===== src/uart_tx_pkg.sv =====
// Constants, field layouts and carrier types for the UART transmit and
// line format block. Assumes one 100 MHz clock and a synchronous host port.
// Operation
// [RULE1] Buffer written characters, shift them out serially
// [RULE2] Disabled FIFO holds one byte; overflow discarded
// [RULE3] FIFO control is write-only; reads return zero
// [RULE4] Bits 7:6 pick receive threshold 8/16/56/60
// [RULE5] Bits 5:4 pick transmit free-space threshold 8/16/32/56
// [RULE6] Transmit threshold writable only with enhanced enable
// [RULE7] Bit 3 selects DMA signalling mode
// [RULE8] Bit 2 flushes transmit FIFO, self-clears
// [RULE9] Bit 1 flushes receive FIFO, self-clears
// [RULE10] Bit 0 enables both FIFOs, default off
// [RULE11] Line format bit 7 is divisor latch enable
// [RULE12] Divisor bytes only with latch bit; normal otherwise
// [RULE13] Break bit forces serial output low
// [RULE14] Bit 3 enables parity append and check
// [RULE15] Bit 4 chooses even, else odd parity
// [RULE16] Bit 5 forces parity to inverse of bit 4
// [RULE17] Bit 2 selects one or 1.5/2 stop bits
// [RULE18] Bits 1:0 set character length 5 to 8
// [RULE19] Triggers compare free or stored count to threshold
`default_nettype none
package uart_tx_pkg;
    localparam logic [2:0] ADDR_TX_HOLD   = 3'h0;
    localparam logic [2:0] ADDR_DIV_LOW   = 3'h0;
    localparam logic [2:0] ADDR_DIV_HIGH  = 3'h1;
    localparam logic [2:0] ADDR_FIFO_CTRL = 3'h2;
    localparam logic [2:0] ADDR_ENH_FEAT  = 3'h2;
    localparam logic [2:0] ADDR_LINE_FMT  = 3'h3;
    localparam logic [2:0] ADDR_TX_STATUS = 3'h5;
    localparam logic [7:0] ENH_ACCESS_KEY = 8'hBF;

    localparam int FC_RX_TRIG_LSB = 6;
    localparam int FC_TX_TRIG_LSB = 4;
    localparam int FC_DMA_MODE    = 3;
    localparam int FC_TX_RESET    = 2;
    localparam int FC_RX_RESET    = 1;
    localparam int FC_ENABLE      = 0;
    localparam int LF_DIV_LATCH   = 7;
    localparam int LF_BREAK       = 6;
    localparam int LF_FORCE_PAR   = 5;
    localparam int LF_EVEN_PAR    = 4;
    localparam int LF_PAR_EN      = 3;
    localparam int LF_STOP_LEN    = 2;
    localparam int LF_WLEN_LSB    = 0;
    localparam int EF_ENH_EN      = 4;
    localparam int ST_TX_EMPTY    = 6;
    localparam int ST_HOLD_EMPTY  = 5;

    localparam logic [7:0]  LINE_FMT_RESET  = 8'h00;
    localparam logic [7:0]  ENH_FEAT_RESET  = 8'h00;
    localparam logic [1:0]  TRIG_SEL_RESET  = 2'h0;
    localparam logic [15:0] DIVISOR_RESET   = 16'h0001;

    localparam int         FIFO_AW       = 6;
    localparam logic [6:0] FIFO_DEPTH    = 7'h40;
    // Sixteen baud ticks per bit; stop lengths are last tick indices
    localparam logic [4:0] BIT_LAST      = 5'h0F;
    localparam logic [4:0] STOP_ONE_LAST = 5'h0F;
    localparam logic [4:0] STOP_MID_LAST = 5'h17;
    localparam logic [4:0] STOP_TWO_LAST = 5'h1F;

    typedef struct packed {
        logic [2:0] addr;
        logic       wr;
        logic       rd;
        logic [7:0] wdata;
    } reg_req_type;

    function automatic logic [6:0] rx_threshold(input logic [1:0] sel);
        unique case (sel)
            2'h0: rx_threshold = 7'h08;
            2'h1: rx_threshold = 7'h10;
            2'h2: rx_threshold = 7'h38;
            2'h3: rx_threshold = 7'h3C;
        endcase
    endfunction : rx_threshold

    function automatic logic [6:0] tx_threshold(input logic [1:0] sel);
        unique case (sel)
            2'h0: tx_threshold = 7'h08;
            2'h1: tx_threshold = 7'h10;
            2'h2: tx_threshold = 7'h20;
            2'h3: tx_threshold = 7'h38;
        endcase
    endfunction : tx_threshold

    function automatic logic [7:0] word_mask(input logic [1:0] sel);
        unique case (sel)
            2'h0: word_mask = 8'h1F;
            2'h1: word_mask = 8'h3F;
            2'h2: word_mask = 8'h7F;
            2'h3: word_mask = 8'hFF;
        endcase
    endfunction : word_mask

    function automatic logic [2:0] word_last(input logic [1:0] sel);
        word_last = 3'h4 + {1'b0, sel};
    endfunction : word_last
endpackage : uart_tx_pkg
`default_nettype wire


===== src/tx_hold_fifo.sv =====
// Transmit holding FIFO, 64 bytes deep, one byte deep while disabled.
// Push and pop come from logic on the same clock.
`default_nettype none
module tx_hold_fifo (
    // Clock and reset
    input  wire logic       mclk,
    input  wire logic       rst_b,
    // Control
    input  wire logic       fifo_en,
    input  wire logic       flush,
    // Fill side
    input  wire logic       push,
    input  wire logic [7:0] push_data,
    // Drain side
    input  wire logic       pop,
    output logic      [7:0] pop_data,
    // Status
    output logic      [6:0] count,
    output logic            full,
    output logic            empty
);
    typedef struct packed {
        logic [63:0][7:0]             mem;
        logic [uart_tx_pkg::FIFO_AW-1:0] wr_ptr;
        logic [uart_tx_pkg::FIFO_AW-1:0] rd_ptr;
        logic [6:0]                   count;
    } fifo_state_type;

    fifo_state_type s;
    fifo_state_type n;
    logic           do_push;
    logic           do_pop;

    assign full     = fifo_en ? (s.count == uart_tx_pkg::FIFO_DEPTH)
                              : (s.count != 7'h00); // RULE2
    assign empty    = s.count == 7'h00;
    assign count    = s.count;
    assign pop_data = s.mem[s.rd_ptr];

    always_comb begin
        n       = s;
        do_push = push && !full; // RULE2
        do_pop  = pop && !empty;
        if (flush) begin
            n.wr_ptr = '0; // RULE8
            n.rd_ptr = '0;
            n.count  = 7'h00;
        end else begin
            if (do_push) begin
                n.mem[s.wr_ptr] = push_data; // RULE1
                n.wr_ptr        = s.wr_ptr + 6'h01;
            end
            if (do_pop)
                n.rd_ptr = s.rd_ptr + 6'h01;
            n.count = s.count + {6'h00, do_push} - {6'h00, do_pop};
        end
    end

    always_ff @(posedge mclk or negedge rst_b) begin
        if (!rst_b)
            s <= '0;
        else
            s <= n;
    end
endmodule : tx_hold_fifo
`default_nettype wire


===== src/baud_tick_gen.sv =====
// Sixteen-times baud tick from the programmed divisor.
// A divisor of zero behaves as one, so the tick never stops.
`default_nettype none
module baud_tick_gen (
    // Clock and reset
    input  wire logic        mclk,
    input  wire logic        rst_b,
    // Divisor and tick
    input  wire logic [15:0] divisor,
    output logic             tick
);
    typedef struct packed {
        logic [15:0] cnt;
        logic        tick;
    } baud_state_type;

    baud_state_type s;
    baud_state_type n;

    assign tick = s.tick;

    always_comb begin
        n      = s;
        n.tick = ({1'b0, s.cnt} + 17'h00001) >= {1'b0, divisor};
        n.cnt  = n.tick ? 16'h0000 : s.cnt + 16'h0001;
    end

    always_ff @(posedge mclk or negedge rst_b) begin
        if (!rst_b)
            s <= '0;
        else
            s <= n;
    end
endmodule : baud_tick_gen
`default_nettype wire


===== src/uart_tx_line_format.sv =====
// UART transmit path with FIFO control and line format registers.
// Host strobes are one-cycle pulses on mclk; receiver logic sits outside
// and takes its format, flush and trigger from the ports below, and drives its level into rx_level.
`default_nettype none
module uart_tx_line_format (
    // Clock and reset
    input  wire logic                     mclk,
    input  wire logic                     rst_b,
    // Host register port
    input  wire uart_tx_pkg::reg_req_type reg_req,
    output logic                    [7:0] reg_rdata,
    // Serial line
    output logic                          tx,
    // Receive FIFO companion
    input  wire logic               [6:0] rx_level,
    output logic                          rx_flush,
    output logic                          rx_trigger,
    // Mode and trigger outputs
    output logic                    [7:0] line_format,
    output logic                          fifo_enable,
    output logic                          dma_mode,
    output logic                          tx_trigger
);
    typedef enum logic [4:0] {
        TX_IDLE   = 5'b00001,
        TX_START  = 5'b00010,
        TX_DATA   = 5'b00100,
        TX_PARITY = 5'b01000,
        TX_STOP   = 5'b10000
    } tx_state_type;

    typedef struct packed {
        logic [7:0]   line_fmt;
        logic [7:0]   enh_feat;
        logic [15:0]  divisor;
        logic         fifo_en;
        logic [1:0]   rx_trig_sel;
        logic [1:0]   tx_trig_sel;
        logic         dma_mode;
        logic         tx_flush;
        logic         rx_flush;
        logic         rx_trig;
        logic         tx_trig;
        logic [7:0]   rdata;
        tx_state_type tx_state;
        logic [7:0]   shift;
        logic [2:0]   bit_idx;
        logic [4:0]   tick_cnt;
        logic         parity_bit;
        logic         tx_line;
        logic         tx_out;
    } core_state_type;

    localparam core_state_type CORE_RESET = '{
        line_fmt:    uart_tx_pkg::LINE_FMT_RESET,
        enh_feat:    uart_tx_pkg::ENH_FEAT_RESET,
        divisor:     uart_tx_pkg::DIVISOR_RESET,
        fifo_en:     1'b0,
        rx_trig_sel: uart_tx_pkg::TRIG_SEL_RESET,
        tx_trig_sel: uart_tx_pkg::TRIG_SEL_RESET,
        dma_mode:    1'b0,
        tx_flush:    1'b0,
        rx_flush:    1'b0,
        rx_trig:     1'b0,
        tx_trig:     1'b0,
        rdata:       8'h00,
        tx_state:    TX_IDLE,
        shift:       8'h00,
        bit_idx:     3'h0,
        tick_cnt:    5'h00,
        parity_bit:  1'b0,
        tx_line:     1'b1,
        tx_out:      1'b1
    };

    core_state_type s;
    core_state_type n;
    logic           push;
    logic           pop;
    logic [7:0]     fifo_data;
    logic [6:0]     fifo_count;
    logic           fifo_full;
    logic           fifo_empty;
    logic           tick;
    logic           dlab;
    logic           enh_sel;
    logic [7:0]     masked;
    logic [4:0]     stop_last;
    logic [6:0]     free_slots;

    tx_hold_fifo u_fifo (
        .mclk      (mclk),
        .rst_b     (rst_b),
        .fifo_en   (s.fifo_en),
        .flush     (s.tx_flush),
        .push      (push),
        .push_data (reg_req.wdata),
        .pop       (pop),
        .pop_data  (fifo_data),
        .count     (fifo_count),
        .full      (fifo_full),
        .empty     (fifo_empty)
    );

    baud_tick_gen u_baud (
        .mclk    (mclk),
        .rst_b   (rst_b),
        .divisor (s.divisor),
        .tick    (tick)
    );

    assign reg_rdata   = s.rdata;
    assign tx          = s.tx_out;
    assign rx_flush    = s.rx_flush;
    assign rx_trigger  = s.rx_trig;
    assign tx_trigger  = s.tx_trig;
    assign line_format = s.line_fmt;
    assign fifo_enable = s.fifo_en;
    assign dma_mode    = s.dma_mode;

    always_comb begin
        n          = s;
        push       = 1'b0;
        pop        = 1'b0;
        n.tx_flush = 1'b0; // RULE8
        n.rx_flush = 1'b0; // RULE9
        dlab       = s.line_fmt[uart_tx_pkg::LF_DIV_LATCH]; // RULE11
        enh_sel    = s.line_fmt == uart_tx_pkg::ENH_ACCESS_KEY;
        masked     = fifo_data
                   & uart_tx_pkg::word_mask(s.line_fmt[1:0]); // RULE18
        free_slots = uart_tx_pkg::FIFO_DEPTH - fifo_count;
        // Half a stop bit extra only makes sense for 5-bit characters
        if (!s.line_fmt[uart_tx_pkg::LF_STOP_LEN])
            stop_last = uart_tx_pkg::STOP_ONE_LAST; // RULE17
        else if (s.line_fmt[1:0] == 2'h0)
            stop_last = uart_tx_pkg::STOP_MID_LAST; // RULE17
        else
            stop_last = uart_tx_pkg::STOP_TWO_LAST; // RULE17

        // Host writes
        if (reg_req.wr) begin
            if (reg_req.addr == uart_tx_pkg::ADDR_LINE_FMT) begin
                n.line_fmt = reg_req.wdata;
            end else if (dlab && reg_req.addr == uart_tx_pkg::ADDR_DIV_LOW)
            begin
                n.divisor[7:0] = reg_req.wdata; // RULE12
            end else if (dlab && reg_req.addr == uart_tx_pkg::ADDR_DIV_HIGH)
            begin
                n.divisor[15:8] = reg_req.wdata; // RULE12
            end else if (enh_sel
                         && reg_req.addr == uart_tx_pkg::ADDR_ENH_FEAT) begin
                n.enh_feat = reg_req.wdata;
            end else if (!dlab && reg_req.addr == uart_tx_pkg::ADDR_TX_HOLD)
            begin
                push = 1'b1; // RULE1
            end else if (!dlab
                         && reg_req.addr == uart_tx_pkg::ADDR_FIFO_CTRL) begin
                n.rx_trig_sel = reg_req.wdata[7:6]; // RULE4
                if (s.enh_feat[uart_tx_pkg::EF_ENH_EN])
                    n.tx_trig_sel = reg_req.wdata[5:4]; // RULE6
                n.dma_mode = reg_req.wdata[uart_tx_pkg::FC_DMA_MODE]; // RULE7
                n.tx_flush = reg_req.wdata[uart_tx_pkg::FC_TX_RESET]; // RULE8
                n.rx_flush = reg_req.wdata[uart_tx_pkg::FC_RX_RESET]; // RULE9
                n.fifo_en  = reg_req.wdata[uart_tx_pkg::FC_ENABLE]; // RULE10
            end
        end

        // Host reads, answered one cycle later
        if (reg_req.rd) begin
            n.rdata = 8'h00; // RULE3
            if (reg_req.addr == uart_tx_pkg::ADDR_LINE_FMT)
                n.rdata = s.line_fmt;
            else if (dlab && reg_req.addr == uart_tx_pkg::ADDR_DIV_LOW)
                n.rdata = s.divisor[7:0];
            else if (dlab && reg_req.addr == uart_tx_pkg::ADDR_DIV_HIGH)
                n.rdata = s.divisor[15:8];
            else if (enh_sel && reg_req.addr == uart_tx_pkg::ADDR_ENH_FEAT)
                n.rdata = s.enh_feat;
            else if (!dlab && reg_req.addr == uart_tx_pkg::ADDR_TX_STATUS)
            begin
                n.rdata[uart_tx_pkg::ST_HOLD_EMPTY] = fifo_empty;
                n.rdata[uart_tx_pkg::ST_TX_EMPTY] = fifo_empty
                    && (s.tx_state == TX_IDLE);
            end
        end

        // Triggers
        n.tx_trig = free_slots
                  >= uart_tx_pkg::tx_threshold(s.tx_trig_sel); // RULE5 RULE19
        n.rx_trig = rx_level
                  >= uart_tx_pkg::rx_threshold(s.rx_trig_sel); // RULE4 RULE19

        // Serialiser
        unique case (s.tx_state)
            TX_IDLE: begin
                if (!fifo_empty && !s.tx_flush) begin
                    pop        = 1'b1; // RULE1
                    n.shift    = fifo_data;
                    n.bit_idx  = 3'h0;
                    n.tick_cnt = 5'h00;
                    n.tx_line  = 1'b0;
                    n.tx_state = TX_START;
                    if (s.line_fmt[uart_tx_pkg::LF_FORCE_PAR])
                        n.parity_bit =
                            !s.line_fmt[uart_tx_pkg::LF_EVEN_PAR]; // RULE16
                    else if (s.line_fmt[uart_tx_pkg::LF_EVEN_PAR])
                        n.parity_bit = ^masked; // RULE15
                    else
                        n.parity_bit = ~^masked; // RULE15
                end
            end
            TX_START: begin
                if (tick) begin
                    n.tick_cnt = s.tick_cnt + 5'h01;
                    if (s.tick_cnt == uart_tx_pkg::BIT_LAST) begin
                        n.tick_cnt = 5'h00;
                        n.tx_line  = s.shift[0];
                        n.tx_state = TX_DATA;
                    end
                end
            end
            TX_DATA: begin
                if (tick) begin
                    n.tick_cnt = s.tick_cnt + 5'h01;
                    if (s.tick_cnt == uart_tx_pkg::BIT_LAST) begin
                        n.tick_cnt = 5'h00;
                        if (s.bit_idx
                            == uart_tx_pkg::word_last(s.line_fmt[1:0])) begin
                            if (s.line_fmt[uart_tx_pkg::LF_PAR_EN]) begin
                                n.tx_line  = s.parity_bit; // RULE14
                                n.tx_state = TX_PARITY;
                            end else begin
                                n.tx_line  = 1'b1;
                                n.tx_state = TX_STOP;
                            end
                        end else begin
                            n.bit_idx = s.bit_idx + 3'h1; // RULE18
                            n.shift   = {1'b0, s.shift[7:1]};
                            n.tx_line = s.shift[1];
                        end
                    end
                end
            end
            TX_PARITY: begin
                if (tick) begin
                    n.tick_cnt = s.tick_cnt + 5'h01;
                    if (s.tick_cnt == uart_tx_pkg::BIT_LAST) begin
                        n.tick_cnt = 5'h00;
                        n.tx_line  = 1'b1;
                        n.tx_state = TX_STOP;
                    end
                end
            end
            TX_STOP: begin
                if (tick) begin
                    n.tick_cnt = s.tick_cnt + 5'h01;
                    if (s.tick_cnt >= stop_last) begin
                        n.tick_cnt = 5'h00;
                        n.tx_state = TX_IDLE;
                    end
                end
            end
            default: begin
                n.tx_state = TX_IDLE;
                n.tx_line  = 1'b1;
            end
        endcase
        // Break overrides the frame but lets the serialiser run on
        n.tx_out = n.tx_line && !s.line_fmt[uart_tx_pkg::LF_BREAK]; // RULE13
    end

    always_ff @(posedge mclk or negedge rst_b) begin
        if (!rst_b)
            s <= CORE_RESET;
        else
            s <= n;
    end

    logic fc_wr;
    assign fc_wr = reg_req.wr && !dlab
                && reg_req.addr == uart_tx_pkg::ADDR_FIFO_CTRL;
endmodule : uart_tx_line_format
`default_nettype wire


===== config.mk =====
export PLATFORM = sky130hd
export DESIGN_NAME = uart_tx_line_format
export DESIGN_NICKNAME = d
export VERILOG_FILES = /design/src/uart_tx_pkg.sv /design/src/tx_hold_fifo.sv /design/src/baud_tick_gen.sv /design/src/uart_tx_line_format.sv
export SDC_FILE = /design/constraint.sdc
export NUM_CORES = 1
export LEC_CHECK = 0
export BUFFER_PORTS_ARGS = -buffer_cell sky130_fd_sc_hd__buf_4
export CAP_MARGIN = 40
export CORE_MARGIN = 2
export CORE_UTILIZATION = 35
export DETAILED_ROUTE_END_ITERATION = 6
export PLACE_DENSITY = 0.5
export SETUP_SLACK_MARGIN = 0.4
export SLEW_MARGIN = 40
export SYNTH_ARGS = -nofsm -noshare
export SYNTH_HDL_FRONTEND = slang
export SYNTH_HIERARCHICAL = 1
export SYNTH_SLANG_ARGS = --single-unit

===== constraint.sdc =====
create_clock -name mclk -period 7.44 [get_ports mclk]
set_clock_uncertainty 0.05 [all_clocks]
set_input_delay 0.372 -clock mclk [delete_from_list [all_inputs] [get_ports mclk]]
set_output_delay 0.372 -clock mclk [all_outputs]
set_load 0.1 [all_outputs]

==> results of run 1 <==
[worst max-delay path, delay by kind of cell, from the launching register on]
family | cells | cell delay, ns
AOI/OAI and AO/OA | 5 | 1.33
and+or+nand+nor | 4 | 1.18
adders and majority gates | 4 | 1.04
DFF | 1 | 0.42
muxes | 1 | 0.34
buffers and inverters | 3 | 0.27
[flip-flops by register name, summed over array words and instances, names as in the netlist, 7 cells and up]
name / flops
u_fifo/count: 7
s: 52
u_baud/s: 16
u_fifo/s: 524
reg_rdata: 8
line_format: 8
[final cells by class]
type	instances	area [um^2]	area share, %
Clock inverter	26	359	1.05
Inverter	46	173	0.504
Timing Repair Buffer	69	697	2.03
Clock buffer	108	2180	6.36
Sequential cell	622	15600	45.5
Tap cell	1155	1450	4.22
Multi-Input combinational cell	1413	13800	40.4
[routing by layer]
layer	vias up	global-route usage [%]	part of all wire (%)
li1	8229	-	-
met1	9998	26.8	46
met2	368	30.5	47
met3	99	2.96	4.2
met4	0	5.66	2.4
met5	-	0	0
[power by group through the flow]
stage	sequential [W]	clock (W)	combinational, W
after floorplan	0.00380	0	0.00216
after global placement	0.00394	0	0.00273
after detailed placement	0.00395	0	0.00277
after CTS	0.00389	0.00385	0.00279
after global routing	0.00392	0.00400	0.00301
final	0.00389	0.00374	0.00277
[per-stage QoR]
step                      total power (W)  instances  setup slack [ns]  utilization [%]  hold WS, ns
after floorplan                   0.00596       2250              3.47                -       0.0264
after global placement            0.00667       3295              2.79             36.5        0.414
after detailed placement          0.00672       3299              2.72             36.6        0.326
after CTS                          0.0105       3436              2.68             39.6      0.00990
after global routing               0.0109       3439              2.38             39.7       0.0420
final                              0.0104       3439              2.69             39.7       0.0493
[how the worst max path moves through the flow]
stage / slack, ns / end / from / cells after the start
detailed placement: 2.72 / u_fifo/count[6] / u_fifo/count[4] / 17
floorplan: 3.47 / u_fifo/count[6] / u_fifo/count[4] / 17
finish: 2.69 / u_fifo/count[6] / u_fifo/count[4] / 17
global placement: 2.79 / u_fifo/count[6] / u_fifo/count[4] / 17
global route: 2.38 / u_fifo/count[6] / u_fifo/count[4] / 17
CTS: 2.68 / u_fifo/count[6] / u_fifo/count[4] / 17
[repair_timing]
action	in CTS	in global routing
hold endpoints to repair	64	0
hold buffers	3	0
setup endpoints to repair	0	0
==> results.yml, run 1 <==
synth:
  avgSynthCellArea_um2: 13.5
  synth_cells: 2250
  ys_warn_count: 6
  syn-num-nets: 2318
  synth_area_um2: 30400
timing:
  period_share_pct: 63.8
  setup_violations: 0
  final.setup.tns_ns: 0
  rsz0062_at_grt: "no"
  worst_pin_slew_ns: 0.837
  period_minus_slack_ns: 4.75
  slew_headroom_pct: 44.2
  hold_viol_final: 0
  slew_violations: 0
  fmax_mhz: 211
global_route:
  grt_pass1_wl_mm: 130
  grt_pass1_vias: 19700
  grt.overflow.total: 0
  antenna_found_initial: 0
  grt_max_degree: 150
  grt_use_total_pct: 19.1
setup_path:
  slowest_delay_ns: 0.69
  r2r-end: "u_fifo/count[6]"
  worstSetupEndpointType: "flip-flop"
  crit_arrival_ns: 5.19
  crit_path_frequent_cell: "ha_1"
  required_ns: 7.89
  r2r_cells: 17
  crit_type: "reg -> reg"
  crit_slowest_cell: "a21boi_1"
  r2r_slack_ns: 2.69
  cp_max_fo: 8
  path_cells: "inv_1 -> ha_1 -> and4bb_1 -> and2_1 -> or2_2 -> or3_4 -> inv_2 -> a21boi_1 -> ha_1 -> inv_1 -> ha_1 -> fa_1 -> a21oi_1 -> o21bai_1 -> a21o_1 -> a21oi_1 -> mux2_2"
  critPathLaunchType: "flip-flop"
  r2r-start: "u_fifo/count[4]"
layout:
  final_common_cell: "dfrtp_1"
  syn2layout_area_growth_pct: 12.7
  layout.nets: 2293
  num-fill-cells: 7993
  final_cell_mix: "615 x dfrtp_1, 530 x mux2_2, 129 x mux2i_1"
  final_area_um2: 34300
  drive_above_1_share_pct: 39.0
  n_antenna_cell: 0
die:
  core_area_um2: 86300
  die_area_um2: 89200
  start_util_pct: 35.2
  rows: 108
  die_y_um: 299
  dieWidth_um: 299
  ios: 44
power_and_ir_drop:
  p_comb_share_pct: 26.7
  p_sw_w: 0.00345
  seqPwrFrac_pct: 37.4
  p_clk_share_pct: 36.0
  cellLeakagePower_nw: 16.4
  p_per_area_nw_per_um2: 304
  swShare_pct: 33.1
  internal-power_w: 0.00696
  ir_drop_v: 0.000164
min_path:
  hold_path_depth: 3
  min_path_type: "in -> reg"
  hp-start: "rx_level[5]"
  min_to: "rx_trigger"
clock_network:
  clk_latency_ns: 0.61
  cts-htree-levels: 3
  cts_tree: "yes"
  clock_sinks: 622
  cts_buffer_depth: 3
  post_cts_buffers: 0
  clk_pin_slew_ns: 0.06
  clock-root-buffer: "clkbuf_16"
  cts.repair.resized: 0
  cts_buffers: 73
detailed_routing:
  drtIter0Drc: 1099
  routed_via_density: 5.44
  vias: 18700
  drc: 0
  drt_wl_total_mm: 84.2
  ant_nets: 0
  dr.pass1.iters: 5
  routedWlPerCell_um: 24.5
place:
  routabilityCongestion: 0.840
  place_area_um2: 31600
  dp_hpwl_mm: 54.2
  portBuffers: 43
outcome:
  status: "finished, final reports clean"
flow_run:
  cap_violations: 0
No activity file was read; power rests on OpenSTA's default activity.
==> run 2: changes to the inputs <==
ABC_AREA = 1   (was not set)
PLACE_DENSITY = 0.52   (was 0.5)
clock period = 4.2 ns   (was 7.44 ns; I/O delays follow)
==> run 2 against run 1 <==
Against the previous run:
- count of clock-buffer cells in the layout shrank 9
- core utilization is essentially flat
- critical path depth grew 1
- hold slack gained 0.020 ns
- via count grew 39%
- critical endpoint is now s[2]
- largest power group is now the clock network
==> results.yml, run 2 <==
layout:
  final_common_cell: "nand2_1"
  n_antenna_cell: 0
  largest_register: "u_fifo/s"
  layout.nets: 4082
  drive_above_1_share_pct: 7.49
  largest_reg_flops: 524
  final_cell_mix: "1447 x nand2_1, 616 x dfrtp_1, 577 x o21ai_0"
  reg.largest.list: "u_fifo/s: 524 flops, s: 52 flops, u_baud/s: 16 flops"
  syn2layout_area_growth_pct: 12.3
clock_network:
  cts_buffers: 74
  clock-root-buffer: "clkbuf_16"
  cts.repair.resized: 0
  cts_tree: "yes"
  clock_sinks: 622
  post_cts_buffers: 0
  clk_pin_slew_ns: 0.06
  cts-htree-levels: 3
  clk_latency_ns: 0.62
  cts_buffer_depth: 3
  postCtsHoldBufs: 14
detailed_routing:
  routedWlPerCell_um: 17.5
  ant_nets: 0
  dr_wl_met2_mm: 40.7
  dr_wl_met3_mm: 4.96
  vias: 25900
  dr.pass1.iters: 6
  routed.top_layer: "met4"
  drtIter0Drc: 2390
  drt_wl_total_mm: 91.8
  drc: 0
  wl_met1_mm: 44.4
  routed_via_density: 4.95
min_path:
  min_path_type: "in -> reg"
power_and_ir_drop:
  ir_drop_v: 0.000613
  cellLeakagePower_nw: 16.8
  p_per_area_nw_per_um2: 574
global_route:
  grt_pass1_wl_mm: 147
  grt_use_total_pct: 20.3
  grt.overflow.total: 0
  grt_pass1_vias: 24600
  grt_max_degree: 109
  antenna_found_initial: 0
timing:
  slew_headroom_pct: 46.0
  fin_hold_ws_ns: 0.0692
  fmax_mhz: 316
  rsz0062_at_grt: "no"
  period_share_pct: 75.4
  worst_pin_slew_ns: 0.802
  setup_violations: 0
  slew_violations: 0
  hold_viol_final: 0
  final.setup.tns_ns: 0
  period_minus_slack_ns: 3.17
setup_path:
  cp_max_fo: 14
  required_ns: 4.67
  crit_slowest_cell: "dfrtp_1"
  crit_path_frequent_cell: "nand2_1"
  crit_type: "reg -> reg"
  critPathLaunchType: "flip-flop"
  worstSetupEndpointType: "flip-flop"
  crit_arrival_ns: 3.63
  slowest_delay_ns: 0.60
  path_cells: "inv_1 -> nand2_1 -> buf_4 -> a21oi_1 -> nor2_1 -> nand2_1 -> nand3_1 -> nand2_1 -> inv_1 -> nand3_1 -> nand2_1 -> nand2_1 -> nand2_1 -> nand2_1 -> nand3_1 -> nand2_1 -> nand3_1 -> nand2_1"
place:
  portBuffers: 43
  routabilityCongestion: 0.858
  dp_hpwl_mm: 58.1
die:
  ios: 44
  core_area_um2: 88500
  rows: 109
  start_util_pct: 35.4
  dieWidth_um: 303
  die_area_um2: 91800
  die_y_um: 303
outcome:
  status: "finished, final reports clean"
synth:
  ys_warn_count: 6
  avgSynthCellArea_um2: 7.65
  synth_area_um2: 31300
  syn-num-nets: 4157
  synth_cells: 4089
flow_run:
  cap_violations: 0
## run 2: cell type report
cell class | count | area [um^2]
clock buffers | 99 | 2100
clock inverters | 35 | 473
fillers | 9180 | 53400
inverters | 343 | 1310
multi-input cells | 2868 | 13200
flip-flops and latches | 622 | 15600
well taps | 1165 | 1460
repair buffers | 105 | 1050
## run 2: worst paths after layout
check                             from             to  slack [ns]  depth (start not counted)
min                        reg_req[11]   reg_rdata[5]        0.07                          4
max in group asynchronous        rst_b  u_fifo/s[228]        2.75                          4
max                        u_fifo/s[9]           s[2]        1.03                         18
min in group asynchronous        rst_b  u_fifo/s[487]        0.08                          2
min reg2reg                      s[15]          s[15]        0.43                          2
max reg2reg                u_fifo/s[9]           s[2]        1.03                         18
## run 2: stage by stage
stage	area (um^2)	worst slack, ns	std cells	power, W	utilization (%)
finish	35100	1.03	5237	0.0202	39.7
global route	35100	0.653	5237	0.0214	39.7
CTS	35100	1.01	5237	0.0204	39.7
detailed placement	32400	1.03	5089	0.0135	36.6
global placement	32400	1.04	5088	0.0135	36.6
floorplan	31300	1.41	4089	0.0111	-
## run 2: critical path, delay by kind of cell (launching register included)
kind	cells	cell delay, ns
AND/OR/NAND/NOR	14	1.78
AO/OA/AOI/OAI	1	0.08
buffers and inverters	3	0.54
flip-flops	1	0.60
## run 2: where the power goes
group          switching (W)  internal [W]  total [W]
Sequential          0.000331       0.00631    0.00664
Clock                0.00267       0.00413    0.00680
Combinational        0.00486       0.00189    0.00674
Total                0.00786        0.0123     0.0202
## run 2: metal layers
| layer | track usage, % | up-vias |
|---|---|---|
| met5 | 0 | - |
| met3 | 3.42 | 102 |
| li1 | - | 12900 |
| met2 | 31.6 | 508 |
| met1 | 29.5 | 12400 |
| met4 | 5.00 | 0 |
